File: src/logic/pcg_pkg.sv
// Purpose : Shared constants and carriers for the power, clock and gain configuration registers
// Assumes : 16-bit register words, register addresses as seen by the serial-port controller
// Notes   : All reset values are zero; field layouts match the register word bit positions
package pcg_pkg;

   // ==========================================================
   // Register access widths
   localparam int ADDR_W = 16;
   localparam int DATA_W = 16;

   // ==========================================================
   // Register offsets
   localparam logic [ADDR_W-1:0] OFS_POWER_CONTROL_STATUS = 16'h0001;
   localparam logic [ADDR_W-1:0] OFS_CLOCK_CONTROL        = 16'h0002;
   localparam logic [ADDR_W-1:0] OFS_REFERENCE_TRIM       = 16'h0003;
   localparam logic [ADDR_W-1:0] OFS_CHANNEL4_ANALOG_GAIN = 16'h0004;

   // ==========================================================
   // Field positions and widths
   localparam int PWR_FLAG_LSB  = 9;
   localparam int PWR_FLAG_W    = 3;
   localparam int PWR_CTL_LSB   = 0;
   localparam int PWR_CTL_W     = 9;
   localparam int CLK_CTL_LSB   = 0;
   localparam int CLK_CTL_W     = 12;
   localparam int TRIM_LSB      = 0;
   localparam int TRIM_W        = 6;
   localparam int GAIN_SET_LSB  = 0;
   localparam int GAIN_CAL_LSB  = 8;
   localparam int GAIN_W        = 7;
   localparam int NUM_CHANNELS  = 4;

   // ==========================================================
   // Carriers; index 3 of each per-channel vector is channel 1
   typedef struct packed {
      logic                    clock_regulator_off;
      logic                    digital1_regulator_off;
      logic                    digital2_regulator_off;
      logic                    ref_resistor_off;
      logic                    bandgap_power_down;
      logic [NUM_CHANNELS-1:0] channel_output_off;
   } pcg_pwr_ctl_s;

   typedef struct packed {
      logic                    clock_regulator_on_flag;
      logic                    digital1_regulator_on_flag;
      logic                    digital2_regulator_on_flag;
   } pcg_pwr_flag_s;

   typedef struct packed {
      logic [NUM_CHANNELS-1:0] analog_clock_off;
      logic                    core_clock_gate;
      logic                    clock_sleep;
      logic                    clock_receiver_off;
      logic                    receiver_power_save;
      logic [NUM_CHANNELS-1:0] clock_invert;
   } pcg_clk_ctl_s;

   // ==========================================================
   // Reset values
   localparam pcg_pwr_ctl_s        PWR_CTL_RST  = 9'h000;
   localparam pcg_clk_ctl_s        CLK_CTL_RST  = 12'h000;
   localparam logic [TRIM_W-1:0]   TRIM_RST     = 6'h00;
   localparam logic [GAIN_W-1:0]   GAIN_SET_RST = 7'h00;
   localparam logic [GAIN_W-1:0]   GAIN_CAL_RST = 7'h00;
   localparam logic [DATA_W-1:0]   RDATA_RST    = 16'h0000;

   // ==========================================================
   // Block state
   typedef struct packed {
      pcg_pwr_ctl_s        pwr;
      pcg_clk_ctl_s        clk;
      logic [TRIM_W-1:0]   trim;
      logic [GAIN_W-1:0]   gain_set;
      logic [GAIN_W-1:0]   gain_cal;
      logic [GAIN_W-1:0]   gain_applied;
      logic [DATA_W-1:0]   rdata;
      logic                rvalid;
   } pcg_state_s;

endpackage

File: src/logic/pcg_config_regs.sv
// Purpose : Power, clock, reference trim and channel-4 gain configuration registers
// Assumes : Register port driven by the serial-port controller on clk_sys_in
// Notes   : Analog effects live outside; this block only holds and drives the settings
//
// Summary of operation
// [RL1] Power bits 11..9 read 1 while clock, digital1, digital2 regulators are on.
// [RL2] Power bits 8..6 switch off those regulators; system then supplies rails.
// [RL3] Power bit 5 disables the internal reference resistor for external use.
// [RL4] Power bit 4 powers down the bandgap reference and channel bias.
// [RL5] Power bits 3..0 disable output current, bit 3 channel 1 to bit 0 channel 4.
// [RL6] Clock bits 11..8 gate each channel analog clock, bit 11 channel 1.
// [RL7] Clock bit 7 stops the core digital clock.
// [RL8] Clock bit 6 enters very low power clock mode.
// [RL9] Clock bit 5 powers down the clock receiver; no clocks remain.
// [RL10] Clock bit 4 selects low-power receiver; falling edge degraded.
// [RL11] Clock bits 3..0 invert each channel clock by 180 degrees, bit 3 channel 1.
// [RL12] Host never sets clock inversion while receiver power save is set.
// [RL13] Reference trim holds six bits [5:0] setting 800 mV to 1.2 V.
// [RL14] Channel-4 gain setting [6:0], two's complement, applies outside calibration.
// [RL15] Channel-4 gain bits [14:8] read only the calibration result.
// [RL16] Software reset reloads defaults of every register here.
// [RL17] Read-only fields ignore writes; reserved bits read zero.
module pcg_config_regs (
   // Clock, reset, enable
   input  wire logic                          clk_sys_in,
   input  wire logic                          reset_n_in,
   input  wire logic                          clk_en_in,
   input  wire logic                          soft_reset_in,
   // Register port from serial controller
   input  wire logic [pcg_pkg::ADDR_W-1:0]    reg_addr_in,
   input  wire logic [pcg_pkg::DATA_W-1:0]    reg_wdata_in,
   input  wire logic                          reg_wr_in,
   input  wire logic                          reg_rd_in,
   output logic      [pcg_pkg::DATA_W-1:0]    reg_rdata_out,
   output logic                               reg_rvalid_out,
   // Regulator status from analog
   input  wire pcg_pkg::pcg_pwr_flag_s        regulator_on_in,
   // Calibration engine
   input  wire logic                          calibration_mode_in,
   input  wire logic                          cal_done_in,
   input  wire logic [pcg_pkg::GAIN_W-1:0]    cal_result_in,
   // Controls to analog
   output pcg_pkg::pcg_pwr_ctl_s              pwr_ctl_out,
   output pcg_pkg::pcg_clk_ctl_s              clk_ctl_out,
   output logic      [pcg_pkg::TRIM_W-1:0]    bandgap_trim_out,
   output logic      [pcg_pkg::GAIN_W-1:0]    channel4_gain_out
);

   // ==========================================================
   // Regulator status synchroniser
   pcg_pkg::pcg_pwr_flag_s flags_sync;

   pcg_flag_sync #(
      .WIDTH (pcg_pkg::PWR_FLAG_W)
   ) u_flag_sync (
      .clk_sys_in (clk_sys_in),
      .reset_n_in (reset_n_in),
      .clk_en_in  (clk_en_in),
      .async_in   (regulator_on_in),
      .sync_out   (flags_sync)
   );

   // ==========================================================
   // State
   pcg_pkg::pcg_state_s state_ff;
   pcg_pkg::pcg_state_s nxt_state;
   logic                wr_power;
   logic                wr_clock;
   logic                wr_trim;
   logic                wr_gain;
   logic [pcg_pkg::DATA_W-1:0] read_word;

   assign wr_power = reg_wr_in && (reg_addr_in == pcg_pkg::OFS_POWER_CONTROL_STATUS);
   assign wr_clock = reg_wr_in && (reg_addr_in == pcg_pkg::OFS_CLOCK_CONTROL);
   assign wr_trim  = reg_wr_in && (reg_addr_in == pcg_pkg::OFS_REFERENCE_TRIM);
   assign wr_gain  = reg_wr_in && (reg_addr_in == pcg_pkg::OFS_CHANNEL4_ANALOG_GAIN);

   // ==========================================================
   // Read mux; unmapped and reserved bits read zero
   always_comb begin
      read_word = '0;
      case (reg_addr_in)
         pcg_pkg::OFS_POWER_CONTROL_STATUS: begin
            read_word[pcg_pkg::PWR_FLAG_LSB +: pcg_pkg::PWR_FLAG_W] = flags_sync;  // [RL1]
            read_word[pcg_pkg::PWR_CTL_LSB +: pcg_pkg::PWR_CTL_W]   = state_ff.pwr;
         end
         pcg_pkg::OFS_CLOCK_CONTROL: begin
            read_word[pcg_pkg::CLK_CTL_LSB +: pcg_pkg::CLK_CTL_W] = state_ff.clk;
         end
         pcg_pkg::OFS_REFERENCE_TRIM: begin
            read_word[pcg_pkg::TRIM_LSB +: pcg_pkg::TRIM_W] = state_ff.trim;
         end
         pcg_pkg::OFS_CHANNEL4_ANALOG_GAIN: begin
            read_word[pcg_pkg::GAIN_CAL_LSB +: pcg_pkg::GAIN_W] = state_ff.gain_cal;  // [RL15]
            read_word[pcg_pkg::GAIN_SET_LSB +: pcg_pkg::GAIN_W] = state_ff.gain_set;
         end
         default: begin
            read_word = '0;  // [RL17]
         end
      endcase
   end

   // ==========================================================
   // Next state
   always_comb begin
      nxt_state        = state_ff;
      nxt_state.rvalid = 1'b0;
      if (soft_reset_in) begin
         // Soft reset outranks a write in the same cycle
         nxt_state.pwr      = pcg_pkg::PWR_CTL_RST;   // [RL16]
         nxt_state.clk      = pcg_pkg::CLK_CTL_RST;   // [RL16]
         nxt_state.trim     = pcg_pkg::TRIM_RST;      // [RL16]
         nxt_state.gain_set = pcg_pkg::GAIN_SET_RST;  // [RL16]
         nxt_state.gain_cal = pcg_pkg::GAIN_CAL_RST;  // [RL16]
      end else begin
         if (wr_power) begin
            // Regulator, reference and sleep controls; flag bits are not stored
            nxt_state.pwr = pcg_pkg::pcg_pwr_ctl_s'(
               reg_wdata_in[pcg_pkg::PWR_CTL_LSB +: pcg_pkg::PWR_CTL_W]);  // [RL2] [RL3] [RL4] [RL5] [RL17]
         end
         if (wr_clock) begin
            // Inversion together with power save is the host's to avoid
            nxt_state.clk = pcg_pkg::pcg_clk_ctl_s'(
               reg_wdata_in[pcg_pkg::CLK_CTL_LSB +: pcg_pkg::CLK_CTL_W]);  // [RL6] [RL7] [RL8] [RL9] [RL10] [RL11]
         end
         if (wr_trim) begin
            nxt_state.trim = reg_wdata_in[pcg_pkg::TRIM_LSB +: pcg_pkg::TRIM_W];  // [RL13]
         end
         if (wr_gain) begin
            // Calibration field is never written from the port
            nxt_state.gain_set = reg_wdata_in[pcg_pkg::GAIN_SET_LSB +: pcg_pkg::GAIN_W];  // [RL14] [RL17]
         end
         if (cal_done_in) begin
            nxt_state.gain_cal = cal_result_in;  // [RL15]
         end
      end
      // Calibration owns the gain while it runs
      nxt_state.gain_applied = calibration_mode_in ? cal_result_in : nxt_state.gain_set;  // [RL14]
      if (reg_rd_in) begin
         nxt_state.rdata  = read_word;
         nxt_state.rvalid = 1'b1;
      end
   end

   always_ff @(posedge clk_sys_in or negedge reset_n_in) begin
      if (!reset_n_in) begin
         state_ff.pwr          <= pcg_pkg::PWR_CTL_RST;
         state_ff.clk          <= pcg_pkg::CLK_CTL_RST;
         state_ff.trim         <= pcg_pkg::TRIM_RST;
         state_ff.gain_set     <= pcg_pkg::GAIN_SET_RST;
         state_ff.gain_cal     <= pcg_pkg::GAIN_CAL_RST;
         state_ff.gain_applied <= pcg_pkg::GAIN_SET_RST;
         state_ff.rdata        <= pcg_pkg::RDATA_RST;
         state_ff.rvalid       <= 1'b0;
      end else if (clk_en_in) begin
         state_ff <= nxt_state;
      end
   end

   // ==========================================================
   // Outputs
   assign pwr_ctl_out       = state_ff.pwr;
   assign clk_ctl_out       = state_ff.clk;
   assign bandgap_trim_out  = state_ff.trim;
   assign channel4_gain_out = state_ff.gain_applied;
   assign reg_rdata_out     = state_ff.rdata;
   assign reg_rvalid_out    = state_ff.rvalid;
endmodule

File: src/logic/pcg_flag_sync.sv
// Purpose : Two-stage synchroniser for asynchronous status levels
// Assumes : Inputs are slow levels from analog circuitry
// Notes   : First stage feeds only the second stage
module pcg_flag_sync #(
   parameter int WIDTH = 3
) (
   // Clock, reset, enable
   input  wire logic             clk_sys_in,
   input  wire logic             reset_n_in,
   input  wire logic             clk_en_in,
   // Levels
   input  wire logic [WIDTH-1:0] async_in,
   output logic      [WIDTH-1:0] sync_out
);

   typedef struct packed {
      logic [WIDTH-1:0] stage1;
      logic [WIDTH-1:0] stage2;
   } pcg_sync_s;

   pcg_sync_s sync_ff;
   pcg_sync_s nxt_sync;

   always_comb begin
      nxt_sync = sync_ff;
      if (clk_en_in) begin
         nxt_sync.stage1 = async_in;
         nxt_sync.stage2 = sync_ff.stage1;
      end
   end

   always_ff @(posedge clk_sys_in or negedge reset_n_in) begin
      if (!reset_n_in) begin
         sync_ff <= '0;
      end else begin
         sync_ff <= nxt_sync;
      end
   end

   assign sync_out = sync_ff.stage2;

endmodule

File: config.mk
export PLATFORM = sky130hd
export DESIGN_NAME = pcg_config_regs
export DESIGN_NICKNAME = d
export VERILOG_FILES = /design/src/logic/pcg_pkg.sv /design/src/logic/pcg_config_regs.sv /design/src/logic/pcg_flag_sync.sv
export SDC_FILE = /design/constraint.sdc
export NUM_CORES = 1
export LEC_CHECK = 0
export BUFFER_PORTS_ARGS = -buffer_cell sky130_fd_sc_hd__buf_2
export CORE_MARGIN = 10
export CORE_UTILIZATION = 55
export CTS_CLUSTER_DIAMETER = 100
export DETAILED_ROUTE_END_ITERATION = 12
export PLACE_DENSITY = 0.84
export SLEW_MARGIN = 15
export SYNTH_ARGS = -nofsm -noshare
export SYNTH_HDL_FRONTEND = slang
export SYNTH_SLANG_ARGS = --single-unit
File: constraint.sdc
create_clock -name clk_sys_in -period 2.68 [get_ports clk_sys_in]
set_input_delay 0.268 -clock clk_sys_in [delete_from_list [all_inputs] [get_ports clk_sys_in]]
set_output_delay 0.268 -clock clk_sys_in [all_outputs]
set_load 0.005 [all_outputs]
-- Yosys cells after proc, flatten, opt, wreduce, memory -nomap -nowiden
Index checks and enable logic that the tools add are counted.
- add/subtract/negate cells: 0
- multiply operators: 0
- divide/modulo/power cells: 0
- $lt $le $gt $ge: 0
- equal/unequal tests: 4
- shift operators: 0
- mux-type cells: 13
- bitwise logic cells: 0
- reduce and logical (&&, ||, !) cells: 13
- operators with widths (kind ; number):
    41-bit 2-to-1 mux ; 1
    16-bit by 2-bit equality test with 1-bit output (second input constant) ; 2
    6-bit one-hot mux with 4 select lines ; 1
    7-bit 2-to-1 mux ; 3
    16-bit by 1-bit equality test with 1-bit output (second input constant) ; 1
    16-bit by 3-bit equality test with 1-bit output (second input constant) ; 1
    12-bit 2-to-1 mux ; 1
    4-bit one-hot mux with 3 select lines ; 1
    2-bit AND reduction ; 5
    9-bit 2-to-1 mux ; 1
    2-bit nonzero test ; 4
    6-bit 2-to-1 mux ; 1
    1-bit logical AND ; 4
    3-bit 2-to-1 mux ; 1
    1-bit one-hot mux with 3 select lines ; 1
    1-bit one-hot mux with 2 select lines ; 1
    1-bit 2-to-1 mux ; 1
- register bits after elaboration: 70
- bits in latches: 0
- bits in writable memories: 0
- memory bits (read-only): 0
- input bits: 50
- output and inout bits: 51
- memories: 0

-- Depth between registers and ports, before layout
Gate-level depths: netlist of run 1.
- depth after elaboration: 5
- mapped depth: 7

-- Cells and area by module
A second synthesis of run 1 with hierarchy kept.
- cell total of the unflattened synthesis: 335
- area, all modules: 3738.6 µm²
- modules (own cells, without submodules) (module ; instances ; cells an instance ; area an instance (µm²)):
    pcg_config_regs ; 1 ; 319 ; 3464.6
    pcg_flag_sync ; 1 ; 16 ; 274.0

-- Worst setup path after synthesis of run 1
Ideal clock, no wire load.
- path kind: input-to-reg
- from: input port reg_addr_in[9] (netlist name)
- to: register state_ff (netlist bit channel4_gain_out[0])
- setup time: 126 ps
- data arrival time: 1827 ps
- path slack: 728 ps
- cell stages on the path: 7
- cells stage by stage: or4_4 buf_6 nand4b_4 buf_6 o21a_4 a221oi_1 nor2_1
- cells in the longest elaborated chain, start to end: 5
- RTL lines (item ; line ; text):
    start: declaration ; pcg_config_regs.sv:30 ; input wire logic [pcg_pkg::ADDR_W-1:0] reg_addr_in,
    16-bit by 3-bit equality test with 1-bit output ; pcg_config_regs.sv:76 ; assign wr_gain = reg_wr_in && (reg_addr_in == pcg_pkg::OFS_CHANNEL4_ANALOG_GAIN);
    1-bit logical AND ; pcg_config_regs.sv:76 ;
    7-bit 2-to-1 mux ; pcg_config_regs.sv:129 ; if (wr_gain) begin
    41-bit 2-to-1 mux ; pcg_config_regs.sv:108 ; if (soft_reset_in) begin
    7-bit 2-to-1 mux ; pcg_config_regs.sv:138 ; nxt_state.gain_applied = calibration_mode_in ? cal_result_in : nxt_state.gain_set;
    end signal: assignment ; pcg_config_regs.sv:156 ; state_ff <= nxt_state;
    end: declaration ; pcg_config_regs.sv:65 ; pcg_pkg::pcg_state_s state_ff;
Every way passes these cells.
A chain may end at the register's enable or synchronous reset.

-- Worst setup path after layout of run 1
- from: input port reg_addr_in[5] (netlist name)
- to: register state_ff (netlist bit clk_ctl_out[4])
- cells in the longest elaborated chain, start to end: 4
- RTL lines (item ; line ; text):
    16-bit by 2-bit equality test with 1-bit output ; pcg_config_regs.sv:74 ; assign wr_clock = reg_wr_in && (reg_addr_in == pcg_pkg::OFS_CLOCK_CONTROL);
    1-bit logical AND ; pcg_config_regs.sv:74 ;
    2-bit nonzero test (no source line) ; n/a ;
    2-bit AND reduction (no source line) ; n/a ;
Every way passes these cells.

==> out/results.tsv, run 1 <==
stage	metric	value	unit
detailed_routing	ANT nets after route	0	
clocking	source-to-sink clock delay at the later pin of the worst-skew pair	0.35	ns
placed_design	HPWL after DPL	7090	µm
detailed_routing	Final Routed Wirelength	9300	µm
placed_design	pre-CTS setup slack	0.220	ns
timing	Pins Over Slew Limit	0	
timing	Setup violations, final	0	
grt	pin count of the biggest net entering global routing	33	
finish	total area of multi-input combinational cells	1360	µm²
run_status	result of the run	finished clean	
synth	number of cells produced by synthesis	345	
synth	most common cell in the netlist	sky130_fd_sc_hd__dfrtp_1	
floorplan	core footprint	6310	µm²
synth	sequential element share of the synthesized area	49.1	%
floorplan	Cell Rows	29	
worst_hold_path	Hold Crit Class	primary input to register	
setup_path	required time at the worst-slack endpoint	2.91	ns
setup_path	top fanout value on the critical path	13	
clocking	number of buffers inserted for hold repair after clock tree synthesis	1	
grt	grt ovf	0	
clocking	CTS H-tree depth	3	
setup_path	critical path endpoint category	register	
finish	final net count	443	
setup_path	type of the worst setup path	primary input to register	
timing	unrepaired setup endpoints after global routing	no	
synth	Synth Register Bits	70	
timing	setup slack of the critical path after layout	0.580	ns
timing	Worst Max-Slew Pin Slew	0.912	ns
setup_path	kind of launch point of the worst setup path	primary input	
synth	fraction of synthesized cell area taken by the top area cell type	49.1	%
clocking	number of clock sinks seen by CTS	70	
timing	count of endpoints failing hold in the final timing report	0	
timing	final period demand of the worst path	2.10	ns
synth	main area contributors after synthesis	sky130_fd_sc_hd__dfrtp_1 (49%), sky130_fd_sc_hd__buf_4 (11%), sky130_fd_sc_hd__a22o_1 (9.6%), sky130_fd_sc_hd__nor2_1 (4.0%), sky130_fd_sc_hd__a21oi_1 (3.5%)	
grt	number of antenna violations at the first check in global routing	0	
detailed_routing	detailed-route DRC error count	0	
finish	fraction of final layout cells sized beyond drive strength 1	33.5	%
power	overall power consumption	2.20	mW
synth	commonest register cell after synthesis	sky130_fd_sc_hd__dfrtp_1	
timing	final critical-path share of the clock period	78.3	%
synth	area of the mapped netlist	3570	µm²
synth	cell accounting for the most synthesized area	sky130_fd_sc_hd__dfrtp_1	
grt	number of global-route vias before repair	2916	
detailed_routing	detailed-route wire length per cell	19.6	µm
timing	max-slew headroom at the worst pin	38.8	%
finish	Antenna Diode Count	0	
clocking	maximum number of buffers from clock root to sink	2	
synth	multiplexer share of the synthesized area	1.89	%
finish	area occupied by registers	1750	µm²
power	pwr/cell area	559	nW/µm²
synth	top cells by count, synth	sky130_fd_sc_hd__dfrtp_1 (70), sky130_fd_sc_hd__buf_4 (50), sky130_fd_sc_hd__a22o_1 (39), sky130_fd_sc_hd__nor2_1 (38), sky130_fd_sc_hd__nand2_1 (29)	
placed_design	Final Wtd Congestion	0.856	
finish	number of filler instances in the final layout	540	
floorplan	die width	101	µm
finish	area growth from synthesis to layout	10.2	%
timing	setup skew after layout	0.00824	ns
clocking	clock-pin slew on the worst setup and hold paths	0.07	ns
detailed_routing	TritonRoute pass-1 iters	5	
grt	total global routing track utilization	18.7	%
synth	number of flops mapped to enable cells by yosys	0	
synth	adder-cell share of the synthesized area	0	%
detailed_routing	detailed-route via count	2857	
setup_path	data arrival time at the worst-slack endpoint	2.33	ns
synth	synthesized area per cell	10.4	µm²
timing	total negative setup slack	0	ns
clocking	root buffer cell	sky130_fd_sc_hd__clkbuf_8	
synth	share of async-settable or async-resettable flops after synthesis	100	%
floorplan	chip height	101	µm
floorplan	I/O Pins	101	
clocking	total CTS buffers	9	
clocking	CTS tree	yes	
synth	simple-gate portion of the synthesized area	15.7	%
run	max cap viols	0	
synth	Yosys warning total	0	
timing	highest clock rate	476	MHz
detailed_routing	average vias per placed instance	6.03	
detailed_routing	number of violations reported at the end of detailed-routing iteration 0	240	
grt	wire length of the first global-routing pass	15000	µm
synth	area fraction in compound gates after synthesis	20.4	%
clocking	post-CTS resize count	0	
synth	distinct cell type count of the synthesized netlist	39	
placed_design	port bufs	95	
synth	Post-Synth XOR/XNOR Area	0	%
clocking	buffers inserted by post-CTS timing repair	0	
floorplan	initial core utilization	56.6	%
power	Max IR drop VDD	0.358	mV
power	leakage power	1.97	nW
floorplan	DIE AREA	10100	µm²
synth	dominant combinational cell family by area after synthesis	compound AO/OA/AOI/OAI gates	
synth	syn_nets	395	
-- metrics by stage --
step                      hold WS (ns)  instances  utilization [%]  instance area, µm²
after floorplan                -0.0276        345                -                3570
after global placement           0.325        458             59.2                3740
after detailed placement         0.322        458             59.2                3740
after CTS                        0.133        474             62.3                3940
after global routing             0.136        474             62.3                3940
final                            0.140        474             62.3                3940
-- critical path, stage by stage --
cell,delay [ns]
sky130_fd_sc_hd__buf_2,0.12
sky130_fd_sc_hd__nor4_1,0.63
sky130_fd_sc_hd__nand4b_4,0.39
sky130_fd_sc_hd__nor4_2,0.24
sky130_fd_sc_hd__o21ai_1,0.32
sky130_fd_sc_hd__a22o_1,0.36
-- layout by cell type (no fill, tap or decap), types with 2 or more instances in the layout --
cell,n
sky130_fd_sc_hd__a211oi_1,5
sky130_fd_sc_hd__a21oi_1,25
sky130_fd_sc_hd__a221oi_1,7
sky130_fd_sc_hd__a22o_1,39
sky130_fd_sc_hd__a22oi_1,12
sky130_fd_sc_hd__and2_1,2
sky130_fd_sc_hd__buf_2,95
sky130_fd_sc_hd__buf_4,6
sky130_fd_sc_hd__clkbuf_8,10
sky130_fd_sc_hd__clkinv_2,2
sky130_fd_sc_hd__dfrtp_1,70
sky130_fd_sc_hd__inv_1,3
sky130_fd_sc_hd__mux2_2,6
sky130_fd_sc_hd__nand2_1,29
sky130_fd_sc_hd__nand3_1,3
sky130_fd_sc_hd__nand4_1,2
sky130_fd_sc_hd__nor2_1,38
sky130_fd_sc_hd__nor2b_1,5
sky130_fd_sc_hd__nor3_1,2
sky130_fd_sc_hd__nor3_4,2
sky130_fd_sc_hd__nor4_1,4
sky130_fd_sc_hd__nor4_2,4
sky130_fd_sc_hd__o21ai_1,4
sky130_fd_sc_hd__or4_1,3
-- registers in the layout (all words and copies together) (netlist names) --
register and flops:
reg_rvalid_out 1, clk_ctl_out 12, u_flag_sync.sync_out 3, pwr_ctl_out 9, bandgap_trim_out 6, reg_rdata_out 15, u_flag_sync.sync_ff 3, state_ff 14
channel4_gain_out 7
-- worst paths after layout --
kind                              startpoint                 to  slack (ns)  cells after the start
max in group asynchronous         reset_n_in   reg_rdata_out[1]        1.47                      3
hold reg to reg            reg_rdata_out[12]  reg_rdata_out[12]        0.47                      2
min in group asynchronous         reset_n_in     reg_rvalid_out        0.47                      2
setup / recovery              reg_addr_in[5]     clk_ctl_out[4]        0.58                      6
setup reg to reg                state_ff[31]   reg_rdata_out[0]        1.59                      4
hold / removal              reg_wdata_in[10]    clk_ctl_out[10]        0.14                      2
-- kinds of logic after synthesis --
logic type             Yosys count
AO/OA/AOI/OAI                   98
buffers and inverters           68
flip-flops                      70
multiplexers                     6
other                            1
AND/OR/NAND/NOR                102
-- power by group --
part	total (mW)	leakage [nW]	internal [mW]	switching [mW]
sequential	1.13	0.927	1.10	0.0266
clock	0.833	0.0952	0.447	0.386
combinational	0.236	0.953	0.0937	0.143
-- area by class of cell --
type / count / share of cell area [%]
inverters: 3 / 0.286
flip-flops and latches: 70 / 44.5
multi-input cells: 207 / 34.5
clock buffers: 11 / 3.59
clock inverters: 4 / 1.21
repair buffers: 102 / 13.5
well taps: 77 / 2.45
-- routing by layer --
layer	share of wire, %	wire length [µm]	global-route usage, %
met1	41	3770	23.4
met2	48	4440	28.6
met3	10	952	7.00
met4	1.5	140	7.28
met5	0	0	0
No activity file was read; power rests on OpenSTA's default activity.
==> run 2: changes to the inputs <==
--- a/config.mk
+++ b/config.mk
@@ -7,10 +7,10 @@
 export LEC_CHECK = 0
 export BUFFER_PORTS_ARGS = -buffer_cell sky130_fd_sc_hd__buf_2
 export CORE_MARGIN = 10
-export CORE_UTILIZATION = 55
+export CORE_UTILIZATION = 52
 export CTS_CLUSTER_DIAMETER = 100
 export DETAILED_ROUTE_END_ITERATION = 12
-export PLACE_DENSITY = 0.84
+export PLACE_DENSITY = 0.8
 export SLEW_MARGIN = 15
 export SYNTH_ARGS = -nofsm -noshare
 export SYNTH_HDL_FRONTEND = slang
==> constraint.sdc (replaced) <==
create_clock -name clk_sys_in -period 2 [get_ports clk_sys_in]
set_input_delay 0.2 -clock clk_sys_in [delete_from_list [all_inputs] [get_ports clk_sys_in]]
set_output_delay 0.2 -clock clk_sys_in [all_outputs]
set_load 0.005 [all_outputs]
==> out/results.tsv, run 2 (synthesized netlist as in run 1, its figures left out) <==
stage	metric	value	unit	change
run_status	result of the run	finished clean		
setup_path	maximum cell stage delay along the critical path	0.55	ns	-0.08 ns
timing	worst hold margin	0.0779	ns	-0.0623 ns
power	overall power consumption	2.79	mW	+27%
timing	Setup violations, final	0		unchanged
timing	final period demand of the worst path	1.78	ns	
detailed_routing	Final Routed Wirelength	9310	µm	+0.14%
floorplan	I/O Pins	101		unchanged
floorplan	die width	103	µm	+2.3%
worst_hold_path	hold depth	2		unchanged
timing	final critical-path share of the clock period	89.2	%	
clocking	buffers inserted by post-CTS timing repair	0		unchanged
detailed_routing	DR top layer	met4		
setup_path	required time at the worst-slack endpoint	2.22	ns	-0.69 ns
power	leakage power	2.04	nW	+3.1%
setup_path	Worst path top cell family by delay	simple AND/OR/NAND/NOR gates		
timing	unrepaired setup endpoints after global routing	no		
grt	wire length of the first global-routing pass	14500	µm	-3.3%
setup_path	R2R setup slack	0.97	ns	-0.62 ns
clocking	CTS tree	yes		
finish	max FFs per register	15		unchanged
worst_hold_path	Hold Crit Class	primary input to register		
finish	highest-count cells in the layout ignoring fill and taps	sky130_fd_sc_hd__buf_2 (95), sky130_fd_sc_hd__dfrtp_1 (70), sky130_fd_sc_hd__a22o_1 (39), sky130_fd_sc_hd__nor2_1 (38), sky130_fd_sc_hd__nand2_1 (29)		
setup_path	critical path buffer and inverter count	1		unchanged
detailed_routing	detailed-route wire length per cell	19.0	µm	-3.1%
detailed_routing	detailed-route DRC error count	0		unchanged
floorplan	initial core utilization	53.1	%	-3.4 points
grt	pin count of the biggest net entering global routing	71		+120%
placed_design	Final Wtd Congestion	0.864		+0.93%
timing	max-slew headroom at the worst pin	38.4	%	-0.38 points
setup_path	Register-to-Register Path Depth	4		unchanged
finish	final net count	457		+3.2%
setup_path	type of the worst setup path	primary input to register		
clocking	post-CTS resize count	0		unchanged
floorplan	Cell Rows	30		+3.4%
grt	grt ovf	0		unchanged
timing	Worst Max-Slew Pin Slew	0.918	ns	+0.00560 ns
detailed_routing	detailed-route via count	2847		-0.35%
power	Clock Power Share	33.9	%	-3.9 points
worst_hold_path	capture endpoint of the worst hold path	clk_ctl_out[9]		
detailed_routing	post-route met1 wirelength	3950	µm	+4.8%
run	max cap viols	0		unchanged
clocking	clock-pin slew on the worst setup and hold paths	0.07	ns	about the same
setup_path	critical path launch point	reg_addr_in[9]		
detailed_routing	average vias per placed instance	5.81		-3.6%
power	net switching power of the design	0.705	mW	+27%
finish	fraction of the core area covered by cells at the end of the flow	59.9	%	-2.5 points
floorplan	DIE AREA	10600	µm²	+4.6%
timing	setup skew after layout	0.00591	ns	-0.00232 ns
detailed_routing	metal3 WL	747	µm	-22%
power	register share of total power	54.4	%	+3.0 points
setup_path	slowest CP cell	sky130_fd_sc_hd__or4_4		
finish	leading cell type in the layout, fill and taps excluded	sky130_fd_sc_hd__buf_2		
clocking	number of clock sinks seen by CTS	70		unchanged
finish	area growth from synthesis to layout	12.7	%	
timing	highest clock rate	560	MHz	
setup_path	CP Cell Sequence	buf_2 -> or4_4 -> nand4b_4 -> nor4_2 -> o21ai_1 -> a22o_1		
power	combinational cell fraction of total power	11.7	%	+1.0 points
placed_design	port bufs	95		unchanged
detailed_routing	number of violations reported at the end of detailed-routing iteration 0	246		+2.5%
finish	non-filler cells in the finished layout	490		+3.4%
setup_path	kind of launch point of the worst setup path	primary input		
clocking	source-to-sink clock delay at the later pin of the worst-skew pair	0.34	ns	about the same
finish	Antenna Diode Count	0		unchanged
setup_path	data arrival time at the worst-slack endpoint	2.00	ns	-0.33 ns
timing	count of endpoints failing hold in the final timing report	0		unchanged
setup_path	critical path endpoint category	register		
detailed_routing	ANT nets after route	0		unchanged
clocking	CTS H-tree depth	3		unchanged
placed_design	HPWL after DPL	7200	µm	+1.5%
grt	total global routing track utilization	17.8	%	-0.88 points
floorplan	core footprint	6720	µm²	+6.4%
setup_path	worst reg2reg startpoint	state_ff[31]		
grt	number of antenna violations at the first check in global routing	0		unchanged
setup_path	top fanout value on the critical path	12		-1
detailed_routing	met2 wire len	4470	µm	+0.79%
grt	number of global-route vias before repair	2840		-2.6%
power	Max IR drop VDD	0.327	mV	-8.6%
placed_design	Placed Instances	475		+3.7%
detailed_routing	TritonRoute pass-1 iters	7		+2
worst_hold_path	worst hold path startpoint	reg_wdata_in[9]		
finish	number of filler instances in the final layout	585		+8.3%
power	switching part of the total	25.3	%	+0.062 points
power	pwr/cell area	693	nW/µm²	+24%
clocking	root buffer cell	sky130_fd_sc_hd__clkbuf_8		
floorplan	chip height	103	µm	+2.3%
power	cell internal pwr	2.08	mW	+27%
clocking	number of buffers inserted for hold repair after clock tree synthesis	1		unchanged
setup_path	Reg2Reg Capture Point	reg_rdata_out[0]		
clocking	maximum number of buffers from clock root to sink	2		unchanged
finish	fraction of final layout cells sized beyond drive strength 1	35.4	%	+1.9 points
clocking	total CTS buffers	9		unchanged
timing	Pins Over Slew Limit	0		unchanged
## run 2: cell count changes in the layout (fill, tap and decap cells not counted)
cell and change:
sky130_fd_sc_hd__buf_4 +13, sky130_fd_sc_hd__clkbuf_1 +1, sky130_fd_sc_hd__bufinv_16 -1, sky130_fd_sc_hd__buf_12 +1, sky130_fd_sc_hd__clkinvlp_4 -1
## run 2: power by group through the flow
stage	Combinational [mW]	Sequential [mW]	Clock (mW)
finish	0.327	1.51	0.945
global placement	0.318	1.54	0
detailed placement	0.327	1.54	0
CTS	0.329	1.51	0.957
floorplan	0.199	1.53	0
global route	0.361	1.52	1.03
## run 2: cell type report
type / instances / area [µm²] / share of cell area, %
tap: 80 / 100 / 2.49
timing repair buffer: 116 / 648 / 16.1
clock buffer: 12 / 145 / 3.61
sequential: 70 / 1750 / 43.5
clock inverter: 2 / 10.0 / 0.249
multi-input combinational: 207 / 1360 / 33.7
inverter: 3 / 11.3 / 0.280
## run 2: how the worst max path moves through the flow
stage / to / slack (ns) / cells past startpoint
after floorplan: channel4_gain_out[0] / 0.12 / 7
after global placement: clk_ctl_out[8] / -0.04 / 6
after detailed placement: clk_ctl_out[0] / -0.12 / 6
after CTS: clk_ctl_out[0] / 0.23 / 6
after global routing: clk_ctl_out[8] / 0.10 / 6
final: clk_ctl_out[8] / 0.22 / 6
## run 2: routing by layer
metal	vias up	track usage, %
met1	1376	22.6
met5	-	0
met2	134	28.7
li1	1324	-
met4	0	6.31
met3	13	4.69
## run 2: metrics by stage
step,TNS [ns],worst slack (ns),area (µm²)
2_1_floorplan,0,0.116,3570
3_3_place_gp,-0.501,-0.0425,3860
3_5_place_dp,-2.08,-0.125,3860
4_1_cts,0,0.233,4020
5_1_grt,0,0.104,4020
6_report,0,0.216,4020
==> run 3: changes to the inputs <==
--- a/config.mk
+++ b/config.mk
@@ -5,9 +5,10 @@
 export SDC_FILE = /design/constraint.sdc
 export NUM_CORES = 1
 export LEC_CHECK = 0
+export ABC_AREA = 1
 export BUFFER_PORTS_ARGS = -buffer_cell sky130_fd_sc_hd__buf_2
 export CORE_MARGIN = 10
-export CORE_UTILIZATION = 52
+export CORE_UTILIZATION = 53
 export CTS_CLUSTER_DIAMETER = 100
 export DETAILED_ROUTE_END_ITERATION = 12
 export PLACE_DENSITY = 0.8
==> out/results.tsv, run 3 <==
stage	metric	value	unit	change
synth	top cells by count, synth	sky130_fd_sc_hd__nand2_1 (178), sky130_fd_sc_hd__dfrtp_1 (70), sky130_fd_sc_hd__nand3_1 (56), sky130_fd_sc_hd__buf_4 (52), sky130_fd_sc_hd__nor2_1 (33)		
setup_path	Register-to-Register Path Depth	4		unchanged
synth	cell accounting for the most synthesized area	sky130_fd_sc_hd__dfrtp_1		
synth	sequential element share of the synthesized area	45.3	%	-3.7 points
synth	Synth Register Bits	70		unchanged
finish	Antenna Diode Count	0		unchanged
setup_path	worst reg2reg startpoint	bandgap_trim_out[1]		
floorplan	chip height	105	µm	+2.4%
setup_path	kind of launch point of the worst setup path	primary input		
timing	setup slack of the critical path after layout	0.625	ns	+0.409 ns
floorplan	I/O Pins	101		unchanged
timing	Pins Over Slew Limit	0		unchanged
setup_path	critical path endpoint category	register		
timing	final critical-path share of the clock period	68.8	%	-20 points
synth	Yosys warning total	0		unchanged
floorplan	Cell Rows	31		+3.3%
finish	fraction of final layout cells sized beyond drive strength 1	24.4	%	-11 points
grt	grt ovf	0		unchanged
synth	number of cells produced by synthesis	505		+46%
detailed_routing	detailed-route DRC error count	0		unchanged
finish	number of filler instances in the final layout	665		+14%
power	combinational cell fraction of total power	13.3	%	+1.6 points
placed_design	pre-CTS setup slack	0.348	ns	+0.473 ns
grt	number of global-route vias before repair	3285		+16%
clocking	root buffer cell	sky130_fd_sc_hd__clkbuf_8		
detailed_routing	detailed-route wire length per cell	14.7	µm	-23%
floorplan	die width	105	µm	+2.4%
synth	number of flops mapped to enable cells by yosys	0		unchanged
power	net switching power of the design	0.826	mW	+17%
setup_path	CP Cell Sequence	buf_2 -> nor2_1 -> nand3_1 -> nor2_4 -> nand2_1 -> o21ai_0 -> o21ai_0 -> nand2_1		
setup_path	critical path launch point	reg_addr_in[1]		
synth	share of async-settable or async-resettable flops after synthesis	100	%	unchanged
clocking	buffers inserted by post-CTS timing repair	0		unchanged
grt	number of antenna violations at the first check in global routing	1		+1
clocking	maximum number of buffers from clock root to sink	2		unchanged
finish	area growth from synthesis to layout	9.36	%	
placed_design	HPWL after DPL	7240	µm	+0.48%
setup_path	data arrival time at the worst-slack endpoint	1.66	ns	-0.34 ns
finish	total area of multi-input combinational cells	1500	µm²	+10%
synth	distinct cell type count of the synthesized netlist	24		-38%
floorplan	core footprint	7180	µm²	+6.8%
power	Max IR drop VDD	0.285	mV	-13%
clocking	CTS tree	yes		
power	switching part of the total	27.4	%	+2.1 points
power	leakage power	2.41	nW	+18%
detailed_routing	TritonRoute pass-1 iters	5		-2
clocking	CTS H-tree depth	3		unchanged
synth	synthesized area per cell	7.65	µm²	-26%
grt	total global routing track utilization	17.4	%	-0.38 points
detailed_routing	detailed-route via count	3342		+17%
detailed_routing	average vias per placed instance	5.13		-12%
timing	final period demand of the worst path	1.38	ns	-0.409 ns
setup_path	Reg2Reg Capture Point	reg_rdata_out[1]		
setup_path	R2R setup slack	0.92	ns	-0.05 ns
timing	unrepaired setup endpoints after global routing	no		
clocking	clock-pin slew on the worst setup and hold paths	0.07	ns	about the same
power	register share of total power	52.5	%	-1.9 points
synth	syn_nets	555		+41%
worst_hold_path	Hold Crit Class	primary input to register		
synth	area of the mapped netlist	3860	µm²	+8.2%
setup_path	capture point of the critical path	reg_rdata_out[1]		
synth	commonest register cell after synthesis	sky130_fd_sc_hd__dfrtp_1		
finish	leading cell type in the layout, fill and taps excluded	sky130_fd_sc_hd__nand2_1		
clocking	total CTS buffers	9		unchanged
timing	highest clock rate	727	MHz	+30%
finish	max FFs per register	15		unchanged
synth	fraction of synthesized cell area taken by the top area cell type	45.3	%	-3.7 points
finish	area occupied by registers	1750	µm²	unchanged
timing	total negative setup slack	0	ns	unchanged
timing	count of endpoints failing hold in the final timing report	0		unchanged
setup_path	slowest CP cell	sky130_fd_sc_hd__o21ai_0		
detailed_routing	number of violations reported at the end of detailed-routing iteration 0	262		+6.5%
finish	final net count	598		+31%
grt	pin count of the biggest net entering global routing	71		unchanged
setup_path	top fanout value on the critical path	11		-1
setup_path	maximum cell stage delay along the critical path	0.34	ns	-0.21 ns
grt	wire length of the first global-routing pass	15900	µm	+9.8%
synth	most common cell in the netlist	sky130_fd_sc_hd__nand2_1		
run_status	result of the run	finished clean		
run	max cap viols	0		unchanged
detailed_routing	Final Routed Wirelength	9550	µm	+2.6%
detailed_routing	ANT nets after route	0		unchanged
clocking	number of clock sinks seen by CTS	70		unchanged
power	cell internal pwr	2.19	mW	+5.0%
floorplan	DIE AREA	11100	µm²	+4.9%
synth	main area contributors after synthesis	sky130_fd_sc_hd__dfrtp_1 (45%), sky130_fd_sc_hd__nand2_1 (17%), sky130_fd_sc_hd__buf_4 (10%), sky130_fd_sc_hd__nand3_1 (7.3%), sky130_fd_sc_hd__o21ai_0 (4.0%)		
timing	Setup violations, final	0		unchanged
power	pwr/cell area	713	nW/µm²	+2.9%
timing	setup skew after layout	0.00602	ns	+0.000110 ns
setup_path	required time at the worst-slack endpoint	2.29	ns	+0.07 ns
floorplan	initial core utilization	53.8	%	+0.70 points
finish	highest-count cells in the layout ignoring fill and taps	sky130_fd_sc_hd__nand2_1 (178), sky130_fd_sc_hd__buf_2 (95), sky130_fd_sc_hd__dfrtp_1 (70), sky130_fd_sc_hd__nand3_1 (56), sky130_fd_sc_hd__nor2_1 (33)		
timing	max-slew headroom at the worst pin	56.8	%	+18 points
power	Clock Power Share	34.3	%	+0.4 points
placed_design	port bufs	95		unchanged
timing	Worst Max-Slew Pin Slew	0.647	ns	-0.271 ns
clocking	source-to-sink clock delay at the later pin of the worst-skew pair	0.34	ns	about the same
worst_hold_path	worst hold path startpoint	regulator_on_in[1]		
placed_design	Final Wtd Congestion	0.869		+0.56%
setup_path	type of the worst setup path	primary input to register		
run 3: how the worst min path moves through the flow:
stage                                        end  slack [ns]  cells past startpoint
final                     u_flag_sync.sync_ff[4]        0.06                      3
after global routing      u_flag_sync.sync_ff[4]        0.09                      3
after CTS                 u_flag_sync.sync_ff[4]        0.06                      3
after detailed placement        reg_rdata_out[9]        0.25                      2
after global placement         reg_rdata_out[10]        0.25                      2
after floorplan              bandgap_trim_out[0]        -0.1                      0
run 3: per-stage QoR:
step	area (µm²)	hold slack (ns)	util [%]	instances	power (mW)
finish	4230	0.0638	58.9	652	3.01
global route	4230	0.0928	58.9	652	3.15
CTS	4230	0.0586	58.9	652	3.04
detailed placement	4040	0.252	56.3	635	2.01
global placement	4040	0.250	56.3	635	1.99
floorplan	3860	-0.0956	-	505	1.89
run 3: logic make-up (layout without fill, tap and decap cells):
logic type | after synthesis | after routing | share of synthesized area, %
AND/OR/NAND/NOR | 291 | 291 | 32.8
buffers and inverters | 103 | 151 | 15.9
flip-flops | 70 | 70 | 45.3
AO/OA/AOI/OAI | 40 | 40 | 5.83
other | 1 | 1 | 0.0971
run 3: repair_timing:
action                                  in CTS  in global routing
hold buffers                                 1                  0
gates resized for setup                      0                  0
endpoints found under the hold margin       70                  0
endpoints found under the setup margin       0                  0
run 3: final cells by class:
class	count	share of cell area, %
multi-input combinational	332	35.4
clock inverter	3	0.444
clock buffer	13	3.76
tap	99	2.93
sequential	70	41.5
timing repair buffer	104	13.2
inverter	31	2.75
run 3: power groups by stage:
stage / registers, mW / clock network, mW / logic (mW)
after floorplan: 1.59 / 0 / 0.299
after global placement: 1.60 / 0 / 0.391
after detailed placement: 1.61 / 0 / 0.402
after CTS: 1.58 / 1.05 / 0.405
after global routing: 1.59 / 1.10 / 0.459
final: 1.58 / 1.03 / 0.400
run 3: worst max-delay path, delay by kind of cell:
kind	cells	cell delay (ns)
AND/OR/NAND/NOR	5	0.84
buffers and inverters	1	0.12
AO/OA/AOI/OAI	2	0.50
run 3: routing by layer:
layer  vias to the layer above  part of all wire (%)  wire [µm]  global-route usage (%)
li1                       1634                     -          -                       -
met1                      1542                    42       3970                    20.8
met2                       145                    47       4510                    28.3
met3                        19                   8.6        817                    5.05
met4                         2                   2.5        238                    8.33
met5                         -                  0.14         13                       0
